--- src/hw/vhp_pkg.sv ---
/*
  Shared constants for the video host port and stream fix-up block: the sizes
  of the host tables, the write table's reset image, field positions of the control bits,
  the serial address and the timing-reference code words.
  Assumes a single 100 MHz clock domain and a 10-bit video word path.
*/
// Operation
// - Insert timing references at flywheel positions when enabled.
// - Insertion needs detected standard and locked flywheel.
// - Lost input keeps inserting using last standard.
// - Correctly placed references are still overwritten.
// - Combined pin ORs clip, reference-blank and insert bits.
// - Aux header words 3FC to 3FF become 3FF.
// - Fifteen write bytes and twenty-three read bytes.
// - Select pin high means serial, low parallel.
// - Default-0 bits OR pins; default-1 bits AND, except checksum.
// - Serial address is 0001 plus three strap pins.
// - Serial write: first byte address, then auto-increment.
// - Serial read resumes at next address after halt.
// - Parallel cycles independent of the video clock.
// - Parallel transfers strobed on chip select falling edge.
// - Bus driven only when read high, select low.
// - Parallel read: address write, then select presents data.
// - Consecutive parallel data transfers auto-increment address.
package vhp_pkg;

  // Table geometry; locations are numbered from 1.
  localparam int unsigned WTAB_WORDS = 15;
  localparam int unsigned RTAB_WORDS = 23;
  localparam int unsigned TAB_ADDR_W = 5;
  localparam logic [TAB_ADDR_W-1:0] TAB_FIRST = 5'h01;

  // Location of the processing control byte and its fields.
  localparam logic [TAB_ADDR_W-1:0] PROC_ADDR = 5'h03;
  localparam int unsigned BIT_CLIP      = 7;
  localparam int unsigned BIT_BLANK_EN  = 6;
  localparam int unsigned BIT_AUX_REMAP = 5;
  localparam int unsigned BIT_AUX_CHKSM = 2;
  localparam int unsigned BIT_INSERT    = 1;
  localparam int unsigned BIT_REF_BLANK = 0;
  localparam int unsigned VBLANK_SEL_BYTE = 2;
  localparam int unsigned VBLANK_SEL_BIT  = 6;

  // Reset image of the write table, location 1 in the low byte.
  localparam logic [WTAB_WORDS*8-1:0] WTAB_RESET =
    {8'h18, 8'h00, 8'h00, 8'h00, 8'h00, 8'h00, 8'h01, 8'h00,
     8'h00, 8'h00, 8'h00, 8'h00, 8'h44, 8'h40, 8'h00};

  // Default-1 bits that are nonetheless ORed with their pins.
  localparam logic [WTAB_WORDS*8-1:0] WTAB_OR_ONES =
    {8'h00, 8'h00, 8'h00, 8'h00, 8'h00, 8'h00, 8'h00, 8'h00,
     8'h00, 8'h00, 8'h00, 8'h00, 8'h04, 8'h00, 8'h00};

  // Fixed upper bits of the 7-bit serial address.
  localparam logic [3:0] I2C_ADDR_HI = 4'h1;

  // Timing-reference preamble, the header remap thresholds and the clip levels.
  localparam logic [9:0] TRS_WORD0  = 10'h3FF;
  localparam logic [9:0] TRS_WORD12 = 10'h000;
  localparam logic [9:0] AUX_LOW    = 10'h3FC;
  localparam logic [9:0] AUX_TOP    = 10'h3FF;
  localparam logic [9:0] CLIP_LOW_IN  = 10'h003;
  localparam logic [9:0] CLIP_LOW_OUT = 10'h004;
  localparam logic [9:0] CLIP_HI_OUT  = 10'h3FB;

  typedef enum logic [2:0] {
    VHP_I2C_IDLE  = 3'b000,
    VHP_I2C_ADDR  = 3'b001,
    VHP_I2C_AACK  = 3'b010,
    VHP_I2C_WBYTE = 3'b011,
    VHP_I2C_WACK  = 3'b100,
    VHP_I2C_RBYTE = 3'b101,
    VHP_I2C_RACK  = 3'b110
  } vhp_i2c_state_e;

endpackage

--- src/hw/vhp_i2c_slave.sv ---
/*
  Serial slave for the host tables: start and stop detection, address match,
  byte receive with acknowledge and byte transmit.
  Assumes the serial pins arrive asynchronously and are far slower than clk;
  the table pointer lives in the parent, which answers rd_pulse at once.
*/
`timescale 1ns/1ps
module vhp_i2c_slave
  import vhp_pkg::*;
(
  input  wire logic       clk,
  input  wire logic       nrst,
  input  wire logic       enable,
  input  wire logic       scl,
  input  wire logic       sda_in,
  output logic            sda_out,
  output logic            sda_oe,
  input  wire logic [2:0] addr_strap,
  input  wire logic [7:0] rd_byte,
  output logic            addr_pulse,
  output logic            wr_pulse,
  output logic            rd_pulse,
  output logic [7:0]      rx_byte
);
  import vhp_pkg::*;

  logic [1:0]     scl_s_q;
  logic [1:0]     sda_s_q;
  logic           scl_q;
  logic           sda_q;
  vhp_i2c_state_e state_q;
  logic [7:0]     shift_q;
  logic [3:0]     cnt_q;
  logic           first_q;
  logic           nack_q;
  logic           scl_rise;
  logic           scl_fall;
  logic           start_c;
  logic           stop_c;

  // Two-stage synchronisers; edges are judged by comparing the second stage with a third flop.
  always_ff @(posedge clk or negedge nrst) begin
    if (!nrst) begin
      scl_s_q <= 2'b11;
      sda_s_q <= 2'b11;
      scl_q   <= 1'b1;
      sda_q   <= 1'b1;
    end else begin
      scl_s_q <= {scl_s_q[0], scl};
      sda_s_q <= {sda_s_q[0], sda_in};
      scl_q   <= scl_s_q[1];
      sda_q   <= sda_s_q[1];
    end
  end

  assign scl_rise = scl_s_q[1] & ~scl_q;
  assign scl_fall = ~scl_s_q[1] & scl_q;
  assign start_c  = enable & scl_s_q[1] & scl_q & sda_q & ~sda_s_q[1];
  assign stop_c   = scl_s_q[1] & scl_q & ~sda_q & sda_s_q[1];

  // Byte engine; bits are taken on the rising clock and driven after the fall.
  always_ff @(posedge clk or negedge nrst) begin
    if (!nrst) begin
      state_q    <= VHP_I2C_IDLE;
      shift_q    <= 8'h00;
      cnt_q      <= 4'h0;
      first_q    <= 1'b0;
      nack_q     <= 1'b0;
      sda_out    <= 1'b1;
      sda_oe     <= 1'b0;
      addr_pulse <= 1'b0;
      wr_pulse   <= 1'b0;
      rd_pulse   <= 1'b0;
      rx_byte    <= 8'h00;
    end else begin
      addr_pulse <= 1'b0;
      wr_pulse   <= 1'b0;
      rd_pulse   <= 1'b0;
      if (start_c) begin
        state_q <= VHP_I2C_ADDR;
        cnt_q   <= 4'h0;
        sda_oe  <= 1'b0;
      end else if (stop_c || !enable) begin
        state_q <= VHP_I2C_IDLE;
        sda_oe  <= 1'b0;
      end else if (scl_rise) begin
        unique case (state_q)
          VHP_I2C_ADDR, VHP_I2C_WBYTE: begin
            shift_q <= {shift_q[6:0], sda_q};
            cnt_q   <= cnt_q + 4'h1;
          end
          VHP_I2C_RACK: nack_q <= sda_q;
          default: cnt_q <= cnt_q;
        endcase
      end else if (scl_fall) begin
        unique case (state_q)
          VHP_I2C_IDLE: sda_oe <= 1'b0;
          VHP_I2C_ADDR: begin
            if (cnt_q == 4'h8) begin
              // Address is the fixed nibble followed by the straps.
              if (shift_q[7:1] == {I2C_ADDR_HI, addr_strap}) begin
                state_q <= VHP_I2C_AACK;
                sda_out <= 1'b0;
                sda_oe  <= 1'b1;
                first_q <= ~shift_q[0];
              end else begin
                state_q <= VHP_I2C_IDLE;
              end
            end
          end
          VHP_I2C_AACK, VHP_I2C_WACK: begin
            cnt_q <= 4'h0;
            if (shift_q[0] && state_q == VHP_I2C_AACK) begin
              // Read: fetch the byte at the pointer, which then advances.
              state_q  <= VHP_I2C_RBYTE;
              shift_q  <= {rd_byte[6:0], 1'b0};
              sda_out  <= rd_byte[7];
              sda_oe   <= 1'b1;
              rd_pulse <= 1'b1;
              cnt_q    <= 4'h1;
            end else begin
              state_q <= VHP_I2C_WBYTE;
              sda_oe  <= 1'b0;
            end
          end
          VHP_I2C_WBYTE: begin
            if (cnt_q == 4'h8) begin
              // First byte loads the pointer, later bytes are data.
              state_q    <= VHP_I2C_WACK;
              sda_out    <= 1'b0;
              sda_oe     <= 1'b1;
              rx_byte    <= shift_q;
              addr_pulse <= first_q;
              wr_pulse   <= ~first_q;
              first_q    <= 1'b0;
            end
          end
          VHP_I2C_RBYTE: begin
            if (cnt_q == 4'h8) begin
              state_q <= VHP_I2C_RACK;
              sda_oe  <= 1'b0;
            end else begin
              sda_out <= shift_q[7];
              shift_q <= {shift_q[6:0], 1'b0};
              cnt_q   <= cnt_q + 4'h1;
            end
          end
          VHP_I2C_RACK: begin
            if (nack_q) begin
              state_q <= VHP_I2C_IDLE;
            end else begin
              state_q  <= VHP_I2C_RBYTE;
              shift_q  <= {rd_byte[6:0], 1'b0};
              sda_out  <= rd_byte[7];
              sda_oe   <= 1'b1;
              rd_pulse <= 1'b1;
              cnt_q    <= 4'h1;
            end
          end
        endcase
      end
    end
  end

endmodule

--- src/hw/vhp_host_port.sv ---
/*
  Host configuration port and output stream fix-up. Holds the write table,
  serves both tables over the serial slave or the asynchronous parallel bus,
  merges table bits with their pins, and applies reference blanking, clipping,
  data blanking, reference insertion and auxiliary header remapping.
  Assumes an external flywheel supplies position strobes and the reference ID
  word, and the read table image is supplied by the error-detection core.
*/
`timescale 1ns/1ps
module vhp_host_port
  import vhp_pkg::*;
(
  input  wire logic                      clk,
  input  wire logic                      nrst,
  input  wire logic                      host_port_select,
  input  wire logic                      scl,
  input  wire logic                      sda_in,
  output logic                           sda_out,
  output logic                           sda_oe,
  input  wire logic [2:0]                addr_strap,
  input  wire logic                      cs_n,
  input  wire logic                      rd_wr,
  input  wire logic                      addr_data,
  input  wire logic [7:0]                p_in,
  output logic [7:0]                     p_out,
  output logic                           p_oe,
  input  wire logic [vhp_pkg::WTAB_WORDS*8-1:0] wtab_pins,
  input  wire logic                      combined_clip_fixup_pin,
  output logic [vhp_pkg::WTAB_WORDS*8-1:0] wtab_eff,
  input  wire logic [vhp_pkg::RTAB_WORDS*8-1:0] rtab_image,
  input  wire logic [9:0]                vid_in,
  input  wire logic                      std_detected,
  input  wire logic                      flywheel_sync,
  input  wire logic                      input_lost,
  input  wire logic [3:0]                fw_trs_slot,
  input  wire logic [9:0]                fw_trs_id,
  input  wire logic                      ref_misplaced,
  input  wire logic                      active_picture,
  input  wire logic                      aux_header_word,
  input  wire logic [9:0]                blank_level,
  output logic [9:0]                     vid_out,
  output logic                           ins_armed
);
  import vhp_pkg::*;

  logic [7:0]            wtab_q [1:WTAB_WORDS];
  logic [WTAB_WORDS*8-1:0] wtab_flat;
  logic [TAB_ADDR_W-1:0] ptr_q;
  logic [1:0]            sel_s_q;
  logic [1:0]            cs_s_q;
  logic [1:0]            rw_s_q;
  logic [1:0]            ad_s_q;
  logic [7:0]            p_s0_q;
  logic [7:0]            p_s1_q;
  logic                  cs_q;
  logic                  par_mode;
  logic                  cs_fall;
  logic                  par_addr_wr;
  logic                  par_data_wr;
  logic                  par_data_rd;
  logic                  i2c_addr;
  logic                  i2c_wr;
  logic                  i2c_rd;
  logic [7:0]            i2c_rx;
  logic [7:0]            rd_byte;
  logic                  ld_addr;
  logic                  do_wr;
  logic [7:0]            wr_byte;
  logic                  adv;
  logic                  ins_ok_q;
  logic                  clip_en;
  logic                  blank_en;
  logic                  remap_en;
  logic                  insert_en;
  logic                  ref_blank_en;
  logic [9:0]            w_refblank;
  logic [9:0]            w_clip;
  logic [9:0]            w_blank;
  logic [9:0]            w_ins;
  logic [9:0]            w_aux;

  // Host port pins are synchronised before use, except by the bus enable.
  always_ff @(posedge clk or negedge nrst) begin
    if (!nrst) begin
      sel_s_q <= 2'b00;
      cs_s_q  <= 2'b11;
      rw_s_q  <= 2'b11;
      ad_s_q  <= 2'b00;
      p_s0_q  <= 8'h00;
      p_s1_q  <= 8'h00;
      cs_q    <= 1'b1;
    end else begin
      sel_s_q <= {sel_s_q[0], host_port_select};
      cs_s_q  <= {cs_s_q[0], cs_n};
      rw_s_q  <= {rw_s_q[0], rd_wr};
      ad_s_q  <= {ad_s_q[0], addr_data};
      p_s0_q  <= p_in;
      p_s1_q  <= p_s0_q;
      cs_q    <= cs_s_q[1];
    end
  end

  // Mode pin picks the access path; the other path is ignored.
  assign par_mode = ~sel_s_q[1];

  // Transfers are taken at the falling edge of chip select.
  assign cs_fall     = par_mode & cs_q & ~cs_s_q[1];
  assign par_addr_wr = cs_fall & ~rw_s_q[1] & ad_s_q[1];
  assign par_data_wr = cs_fall & ~rw_s_q[1] & ~ad_s_q[1];
  assign par_data_rd = cs_fall & rw_s_q[1];

  vhp_i2c_slave u_i2c (
    .clk        (clk),
    .nrst       (nrst),
    .enable     (sel_s_q[1]),
    .scl        (scl),
    .sda_in     (sda_in),
    .sda_out    (sda_out),
    .sda_oe     (sda_oe),
    .addr_strap (addr_strap),
    .rd_byte    (rd_byte),
    .addr_pulse (i2c_addr),
    .wr_pulse   (i2c_wr),
    .rd_pulse   (i2c_rd),
    .rx_byte    (i2c_rx)
  );

  // Both paths share one pointer and one write port.
  assign ld_addr = par_addr_wr | i2c_addr;
  assign do_wr   = par_data_wr | i2c_wr;
  assign wr_byte = par_mode ? p_s1_q : i2c_rx;
  assign adv     = do_wr | par_data_rd | i2c_rd;

  // Read table lookup; locations outside 1 to 23 read as zero.
  always_comb begin
    rd_byte = 8'h00;
    if (ptr_q >= TAB_FIRST && ptr_q <= TAB_ADDR_W'(RTAB_WORDS)) begin
      rd_byte = rtab_image[(ptr_q - TAB_FIRST) * 8 +: 8];
    end
  end

  // Pointer loads on an address phase and steps after each data byte.
  // The pointer keeps its value across a halted read, so a later read
  // resumes at the following location.
  always_ff @(posedge clk or negedge nrst) begin
    if (!nrst) begin
      ptr_q <= TAB_FIRST;
    end else if (ld_addr) begin
      ptr_q <= wr_byte[TAB_ADDR_W-1:0];
    end else if (adv) begin
      ptr_q <= ptr_q + TAB_ADDR_W'(1);
    end
  end

  // Write table storage; writes outside 1 to 15 are dropped.
  always_ff @(posedge clk or negedge nrst) begin
    if (!nrst) begin
      for (int i = 1; i <= WTAB_WORDS; i++) begin
        wtab_q[i] <= WTAB_RESET[(i-1)*8 +: 8];
      end
    end else if (do_wr && ptr_q >= TAB_FIRST && ptr_q <= TAB_ADDR_W'(WTAB_WORDS)) begin
      wtab_q[ptr_q] <= wr_byte;
    end
  end

  // Parallel read data is held in a flop and refreshed per read strobe.
  always_ff @(posedge clk or negedge nrst) begin
    if (!nrst) begin
      p_out <= 8'h00;
    end else if (par_data_rd) begin
      p_out <= rd_byte;
    end
  end

  // Bus enable follows the raw pins with no clock, so release is immediate.
  assign p_oe = rd_wr & ~cs_n;

  // Merge each table bit with its pin by its reset value: 0 ORs, 1 ANDs, except the checksum bit, which ORs.
  genvar gb;
  generate
    for (gb = 0; gb < WTAB_WORDS*8; gb++) begin : g_merge
      assign wtab_flat[gb] = wtab_q[gb/8 + 1][gb%8];
      if (WTAB_RESET[gb] && !WTAB_OR_ONES[gb]) begin : g_and
        assign wtab_eff[gb] = wtab_flat[gb] & wtab_pins[gb];
      end else if ((gb / 8) == (PROC_ADDR - 1) && ((gb % 8) == BIT_CLIP ||
                   (gb % 8) == BIT_INSERT || (gb % 8) == BIT_REF_BLANK)) begin : g_clip
        assign wtab_eff[gb] = wtab_flat[gb] | wtab_pins[gb] | combined_clip_fixup_pin;
      end else begin : g_or
        assign wtab_eff[gb] = wtab_flat[gb] | wtab_pins[gb];
      end
    end
  endgenerate

  // Control fields of the processing byte, after pin merging.
  assign clip_en      = wtab_eff[(PROC_ADDR - 1) * 8 + BIT_CLIP];
  assign blank_en     = wtab_eff[(PROC_ADDR - 1) * 8 + BIT_BLANK_EN];
  assign remap_en     = wtab_eff[(PROC_ADDR - 1) * 8 + BIT_AUX_REMAP];
  assign insert_en    = wtab_eff[(PROC_ADDR - 1) * 8 + BIT_INSERT];
  assign ref_blank_en = wtab_eff[(PROC_ADDR - 1) * 8 + BIT_REF_BLANK];

  // Insertion arms once the standard is known and the flywheel locked,
  // and stays armed through loss of input on the last standard.
  always_ff @(posedge clk or negedge nrst) begin
    if (!nrst) begin
      ins_ok_q <= 1'b0;
    end else if (std_detected && flywheel_sync) begin
      ins_ok_q <= 1'b1;
    end else if (!input_lost && !std_detected) begin
      ins_ok_q <= 1'b0;
    end
  end
  assign ins_armed = ins_ok_q;

  // Processing order: reference blanking, clip, data blanking, insertion.
  always_comb begin
    w_refblank = (ref_blank_en && ref_misplaced) ? blank_level : vid_in;
    w_clip     = w_refblank;
    if (clip_en && active_picture) begin
      if (w_refblank <= CLIP_LOW_IN) begin
        w_clip = CLIP_LOW_OUT;
      end else if (w_refblank >= AUX_LOW) begin
        w_clip = CLIP_HI_OUT;
      end
    end
    w_blank = blank_en ? w_clip : blank_level;
    w_ins   = w_blank;
    // Reference words replace the stream even where one already stands,
    // which also repairs a bad ID word.
    if (insert_en && ins_ok_q) begin
      unique case (1'b1)
        fw_trs_slot[0]: w_ins = TRS_WORD0;
        fw_trs_slot[1]: w_ins = TRS_WORD12;
        fw_trs_slot[2]: w_ins = TRS_WORD12;
        fw_trs_slot[3]: w_ins = fw_trs_id;
        default:        w_ins = w_blank;
      endcase
    end
    // Header words from 3FC up are promoted for 8-bit sources.
    w_aux = (remap_en && aux_header_word && w_ins >= AUX_LOW) ? AUX_TOP : w_ins;
  end

  // One register stage on the video output.
  always_ff @(posedge clk or negedge nrst) begin
    if (!nrst) begin
      vid_out <= 10'h000;
    end else begin
      vid_out <= w_aux;
    end
  end

endmodule

--- config.mk ---
export PLATFORM = sky130hd
export DESIGN_NAME = vhp_host_port
export DESIGN_NICKNAME = d
export VERILOG_FILES = /design/src/hw/vhp_pkg.sv /design/src/hw/vhp_i2c_slave.sv /design/src/hw/vhp_host_port.sv
export SDC_FILE = /design/constraint.sdc
export NUM_CORES = 1
export LEC_CHECK = 0
export ABC_CLOCK_PERIOD_IN_PS = 2900
export BUFFER_PORTS_ARGS = -buffer_cell sky130_fd_sc_hd__buf_2
export CAP_MARGIN = 20
export CORE_AREA = 2 2 194 196
export CTS_CLUSTER_DIAMETER = 80
export DETAILED_ROUTE_END_ITERATION = 6
export DIE_AREA = 0 0 196 198
export GPL_TIMING_DRIVEN = 1
export PLACE_DENSITY = 0.61
export SYNTH_ARGS = -nofsm -noshare
export SYNTH_HDL_FRONTEND = slang
export SYNTH_SLANG_ARGS = --single-unit
--- constraint.sdc ---
create_clock -name clk -period 2.9 [get_ports clk]
set_clock_uncertainty 0.05 [all_clocks]
set_input_delay 0.435 -clock clk [delete_from_list [all_inputs] [get_ports clk]]
set_output_delay 0.435 -clock clk [all_outputs]
set_load 0.1 [all_outputs]
=== After elaboration in Yosys (flattened, before gate mapping) ===
Cells that the tools add are included.

* Input port bits: 364
* Bits in registers: 205
* Logic and storage cells: 359
* Output and inout bits: 142

* Equal/unequal tests: 28
* Shifts and indexed selects: 1
* $lt $le $gt $ge: 8
* Bitwise logic cells: 158
* $add $sub $neg: 3
* Muxes and demuxes: 82
* Reduce and logical (&&, ||, !) cells: 38

{| class="wikitable"
|+ Operators by type and width
! operator !! number
|-
| $shiftx A184 B33 Y8 || 1
|-
| $or A1 B1 Y1 || 122
|-
| $bwmux W120 || 1
|-
| $mux W8 || 9
|-
| $mux W10 || 7
|-
| $mux W1 || 37
|-
| $demux W8 S4 || 1
|-
| $pmux W10 S3 || 1
|-
| $mux W4 || 7
|-
| $mux W3 || 9
|-
| $pmux W8 S3 || 1
|-
| $and A1 B1 Y1 || 21
|-
| $ge A10 B10 Y1 const B || 2
|-
| $reduce_and A6 Y1 || 3
|-
| $ne A4 B1 Y1 const B || 4
|-
| $reduce_and A8 Y1 || 2
|-
| $pmux W3 S5 || 1
|-
| $not A1 Y1 || 14
|-
| $logic_and A1 B1 Y1 || 12
|-
| $pmux W4 S3 || 1
|-
| $reduce_and A11 Y1 || 1
|-
| $le A10 B2 Y1 const B || 1
|-
| $mux W5 || 2
|-
| $ne A2 B1 Y1 const B || 5
|-
| 35 further kinds || 53
|}

=== Longest topological paths before layout ===
* Word-level depth: 14
* Depth in mapped cells: 14
* Depth with buffers taken out: 8

=== Modules after synthesis ===
A second synthesis with hierarchy kept.

* Cell total of the unflattened synthesis: 954
* Area total of the unflattened synthesis: 11,502.3 sq um

{| class="wikitable"
|+ By module, submodules not included
! module !! instances !! area an instance (sq um) !! cells each !! sequential area each (sq um)
|-
| vhp_host_port || 1 || 9,382.7 || 763 || 4,244.1
|-
| vhp_i2c_slave || 1 || 2,119.5 || 191 || 909.6
|}

=== Worst setup path before layout ===
No wires, ideal clock.

* Path type: register to register
* From: register ptr_q[0]
* To: register u_i2c.shift_q[3]
* Data arrival time: 2,865 ps
* Setup time: 135 ps
* Buffers on the path: 6
* Slack: -150 ps
* Required time: 2,715 ps
* Cell stages (with the launch flop): 14
* Path through: dfstp_2 buf_4 buf_4 inv_1 buf_2 ha_1 buf_2 buf_2 clkbuf_1 mux4_2 mux2i_1 o22ai_1 o21ai_0 o211ai_1

* Cells in the longest elaborated chain, start to end: 7
* Elaborated cells on any way between the ends: 11
* Those cells by class: 1 x add/sub; 2 x order compare; 1 x shift; 6 x mux; 1 x reduce/logical

{| class="wikitable"
|+ Ends and longest elaborated chain
! element !! RTL line !! source
|-
| start: declaration || vhp_host_port.sv:48 || <nowiki>logic [TAB_ADDR_W-1:0] ptr_q;</nowiki>
|-
| start signal: assignment || vhp_host_port.sv:149 || <nowiki>ptr_q <= wr_byte[TAB_ADDR_W-1:0];</nowiki>
|-
| start signal: assignment || vhp_host_port.sv:151 || <nowiki>ptr_q <= ptr_q + TAB_ADDR_W'(1);</nowiki>
|-
| $sub A5 B1 Y6 (tied with other cells) || vhp_host_port.sv:138 || <nowiki>rd_byte = rtab_image[(ptr_q - TAB_FIRST) * 8 +: 8];</nowiki>
|-
| $shiftx A184 B33 Y8 / $logic_and A1 B1 Y1 (equally long branches) || vhp_host_port.sv:138, vhp_host_port.sv:137 ||
|-
| $mux W8 (*) || vhp_host_port.sv:137 || <nowiki>if (ptr_q >= TAB_FIRST && ptr_q <= TAB_ADDR_W'(RTAB_WORDS)) begin</nowiki>
|-
| $mux W8, on equally long branches || vhp_i2c_slave.sv:149, vhp_i2c_slave.sv:113 ||
|-
| $pmux W8 S3 (*) || vhp_i2c_slave.sv:96 || <nowiki>unique case (state_q)</nowiki>
|-
| $mux W8 (*) || vhp_i2c_slave.sv:95 || <nowiki>end else if (scl_fall) begin</nowiki>
|-
| $mux W8 (*) || vhp_i2c_slave.sv:86 || <nowiki>end else if (scl_rise) begin</nowiki>
|-
| end signal: assignment || vhp_i2c_slave.sv:89 || <nowiki>shift_q <= {shift_q[6:0], sda_q};</nowiki>
|-
| end signal: assignment || vhp_i2c_slave.sv:144 || <nowiki>shift_q <= {shift_q[6:0], 1'b0};</nowiki>
|-
| end signal: assignment || vhp_i2c_slave.sv:153 || <nowiki>shift_q <= {rd_byte[6:0], 1'b0};</nowiki>
|-
| end: declaration || vhp_i2c_slave.sv:32 || <nowiki>logic [7:0] shift_q;</nowiki>
|}

Every way passes the cells marked *; elsewhere a longest branch is shown, timed or not. The select of a mux whose other input is x is not followed.
A chain may end at the register's enable or synchronous reset.

=== Worst setup path after layout ===
* From: register ptr_q[0]
* To: register u_i2c.shift_q[5]

Same word-level chain as after synthesis.

==> results.md <==
- Status: finished clean
- Number of violations reported at the end of detailed-routing iteration 0: 336
- Critical path, cell by cell: inv_1, ha_1, xor2_4, buf_4, mux2i_1, o22ai_1, o21ai_0, o211ai_1
- Max stage delay on crit path: ~0.56 ns
- Routability congestion estimate from global placement: between 0.8 and 0.9
- Final hold viol count: 0
- H-tree depth: 1
- Vias per cell: between 4 and 5
- Register-to-Register Path Depth: 8
- Critical path capture point type: register
- Number of clock buffers inserted by TritonCTS: 24
- Tightest slew margin relative to the limit: roughly 42%
- Setup TNS: 0 ns
- Remaining Overflow, GRT: 0
- Worst Slack Setup Final: around 0.22 ns
- Amount of wire on met2 after detailed routing: 20600 um
- Net count after synthesis: 1451
- Synth Area per Inst: 10.0 um2
- Met3 layer wire length in the routed design: roughly 2500 um
- Finish-stage setup viols: 0
- Worst slack on hold paths: 0.107 ns
- Global-route wire length before repair: a little under 60000 um
- Number of antenna violations at the first check in global routing: 5
- Power density relative to cell area: 858 mW/mm2
- Data arrival at the endpoint of the critical path: 3.01 ns
- Top cells by count, synth: sky130_fd_sc_hd__dfrtp_1 (186), sky130_fd_sc_hd__nand2_1 (153), sky130_fd_sc_hd__o21ai_0 (137)
- Netlist area before placement: 0.0108 mm2
- Final period demand of the worst path: between 2 and 3 ns
- Hold-critical path depth: 3
- Startpoint type of the worst setup path: register
- Drc violations: 0
- Top routing layer in use: met5
- Total number of vias: between 10000 and 15000
- Clock transition time at the flip-flop clock pins of the worst setup and hold paths: about 0.06 ns
- Count of max-cap constraint violations: 0
- Bufs on Longest Clock Path: 3
- Post-route insts no fill: between 2000 and 2500
- Worst hold-check path type: input pin to register
- Number of slew-limit violations in the final report: 0
- R2r endpoint: u_i2c.shift_q[5]
- Class of the most critical setup path: register to register
- Cell count after synthesis: between 1000 and 1500
- Average routed wire per standard cell: 18.8 um
- Slowest stage cell on the critical path: sky130_fd_sc_hd__dfstp_2
- Number of different library cells in the post-synthesis netlist: 73
- Origin of the worst setup path: ptr_q[0]
- Pin count of the biggest net entering global routing: 89
- Via count of the first global-routing pass: 10375
- Core area: between 0.03 and 0.04 mm2
- Worst-case vdd ir drop: between 600 and 700 uV
- Count of buffers from port buffering: about 500
- Post-Route M1 WL: roughly 15000 um
- Die outline height: 198 um
- Transition at the pin with the smallest max-transition slack: between 0.8 and 0.9 ns
- Final Power: 13.0 mW
- Count of flip-flops with a built-in enable after synthesis: 0
- Data required, critical path: 3.23 ns
- Clock Latency Late Sink: around 0.52 ns
- Detailed-placement wirelength estimate: ~32000 um
- Unrepaired setup endpoints after global routing: no
- Clock tree from TritonCTS: done
- Number of synthesized register bits: approximately 210
- Clock sink total: approximately 210
- Area grow syn2layout: 40.8%
- Top flip-flop cell by instance count after synthesis: sky130_fd_sc_hd__dfrtp_1
- Cell taking the most area after synthesis: sky130_fd_sc_hd__dfrtp_1
- Reg2Reg Setup Slack: approximately 0.22 ns
- Library cell with the highest instance count after synthesis: sky130_fd_sc_hd__dfrtp_1
- Starting density of the core: approximately 29%
- Top achievable clock speed: about 0.37 GHz
- CTS root buffer: sky130_fd_sc_hd__clkbuf_16
- Width of the die: roughly 200 um
- Top cells by area, synth: sky130_fd_sc_hd__dfrtp_1 (43%), sky130_fd_sc_hd__or2_2 (6.7%), sky130_fd_sc_hd__o21ai_0 (6.4%)
- Ys async rst share: 100%
- Placed Cells: roughly 2000
- Cell Area, Placed: roughly 0.014 mm2
- Fin area: between 0.015 and 0.02 mm2
- Count of boundary I/O pins: approximately 510
- Rows: 71
- Worst setup path endpoint: u_i2c.shift_q[5]
- Drt total wl: 39600 um
- Post-synthesis sequential area ratio: approximately 48%
- Crit Path Max Fanout: 15
- Worst reg2reg path startpoint: ptr_q[0]
- Buffer count from post-CTS setup fixing: 0
- Total die area: just under 0.04 mm2
- Global-route total usage across every layer: 19.9%
- Yosys warnings: 0
- Remaining number of nets flagged by the antenna check after routing: 0
- Ratio of cells with drive above 1 in the final layout: between 40% and 50%
- Area share of the leading cell type in the synthesized netlist: 43.1%
- Leak: around 7.4 nW
- Detailed-router iteration count before antenna repair: 5
- Utilization of the core after routing: approximately two fifths
- Net count reported at finish: slightly below 2000
- Period Utilization, post-route: 92.6%
- Setup slack after placement: 0.131 ns
[worst max-delay path, delay by kind of cell, from the launching register on]
family | cells | cell delay [ns]
xor gates and xnor gates | 1 | 0.25
DFF | 1 | 0.56
buffers and inverters | 2 | 0.40
AOI/OAI and AO/OA | 3 | 0.53
adders and majority gates | 1 | 0.35
muxes | 1 | 0.42
[report_power, final]
part / internal, mW / switching, mW / total, mW
sequential: 3.21 / 0.308 / 3.52
clock: 1.90 / 1.18 / 3.08
combinational: 2.32 / 4.12 / 6.44
[metal layers]
layer | vias up | track usage (%)
met5 | - | 0
met4 | 6 | 7.13
met3 | 69 | 3.54
met2 | 413 | 37.9
met1 | 4863 | 22.2
li1 | 4902 | -
[layout by cell type (no fill, tap or decap), types with 11 or more instances in the layout]
master                          instances
sky130_fd_sc_hd__buf_2                504
sky130_fd_sc_hd__or2_2                116
sky130_fd_sc_hd__buf_4                 48
sky130_fd_sc_hd__ha_1                  11
sky130_fd_sc_hd__mux4_2                28
sky130_fd_sc_hd__nand4_1               12
sky130_fd_sc_hd__o21ai_0              137
sky130_fd_sc_hd__nor2_1                44
sky130_fd_sc_hd__dfrtp_1              186
sky130_fd_sc_hd__a21oi_1               36
sky130_fd_sc_hd__nor3_1                13
sky130_fd_sc_hd__inv_1                 17
sky130_fd_sc_hd__o22ai_1               16
sky130_fd_sc_hd__nand3_1               31
sky130_fd_sc_hd__nand2_1              153
sky130_fd_sc_hd__mux2i_1               24
sky130_fd_sc_hd__mux2_2                27
sky130_fd_sc_hd__dlygate4sd3_1         15
sky130_fd_sc_hd__clkbuf_16             24
sky130_fd_sc_hd__dfstp_2               19
[final cells by class]
type | instances | area [um2]
well taps | 474 | 593
inverters | 18 | 67.6
repair buffers | 575 | 3190
flip-flops and latches | 205 | 5150
multi-input cells | 790 | 5380
fillers | 3707 | 21700
clock inverters | 7 | 126
clock buffers | 37 | 689
diodes | 2 | 5.00
[kinds of logic after synthesis]
| logic type | Yosys count | share of synthesized area, % |
|---|---|---|
| compound gates | 254 | 14.2 |
| xor+xnor | 9 | 0.800 |
| fa+ha+maj | 12 | 1.39 |
| buf+inv | 80 | 3.53 |
| flops | 205 | 47.7 |
| mux | 89 | 12.1 |
| simple gates | 426 | 20.3 |
[how the worst min path moves through the flow]
| stage | to | from | slack (ns) |
|---|---|---|---|
| after floorplan | ad_s_q[0] | nrst | 0.09 |
| after CTS | ins_armed | input_lost | 0.09 |
| after detailed placement | p_s1_q[2] | p_s0_q[2] | 0.29 |
| after global routing | ins_armed | input_lost | 0.11 |
| final | ins_armed | input_lost | 0.11 |
| after global placement | p_s1_q[4] | p_s0_q[4] | 0.28 |
[registers in the layout, indices dropped and copies added, names as in the netlist, 2 cells and up]
register and cells:
u_i2c.rx_byte 8, cs_s_q 2, sel_s_q 2, p_s0_q 8, rw_s_q 2, p_s1_q 8
ad_s_q 2, u_i2c.sda_s_q 2, u_i2c.shift_q 8, wtab_flat 120, u_i2c.scl_s_q 2, u_i2c.cnt_q 4
vid_out 10, ptr_q 5, p_out 8, u_i2c.state_q 3
[repair_timing]
| item | 4_1_cts | 5_1_grt |
|---|---|---|
| gates resized for setup | 0 | 1 |
| endpoints found under the setup margin | 0 | 2 |
| hold buffers | 15 | 0 |
| hold endpoints to repair | 91 | 0 |
No activity file was read; power rests on OpenSTA's default activity.
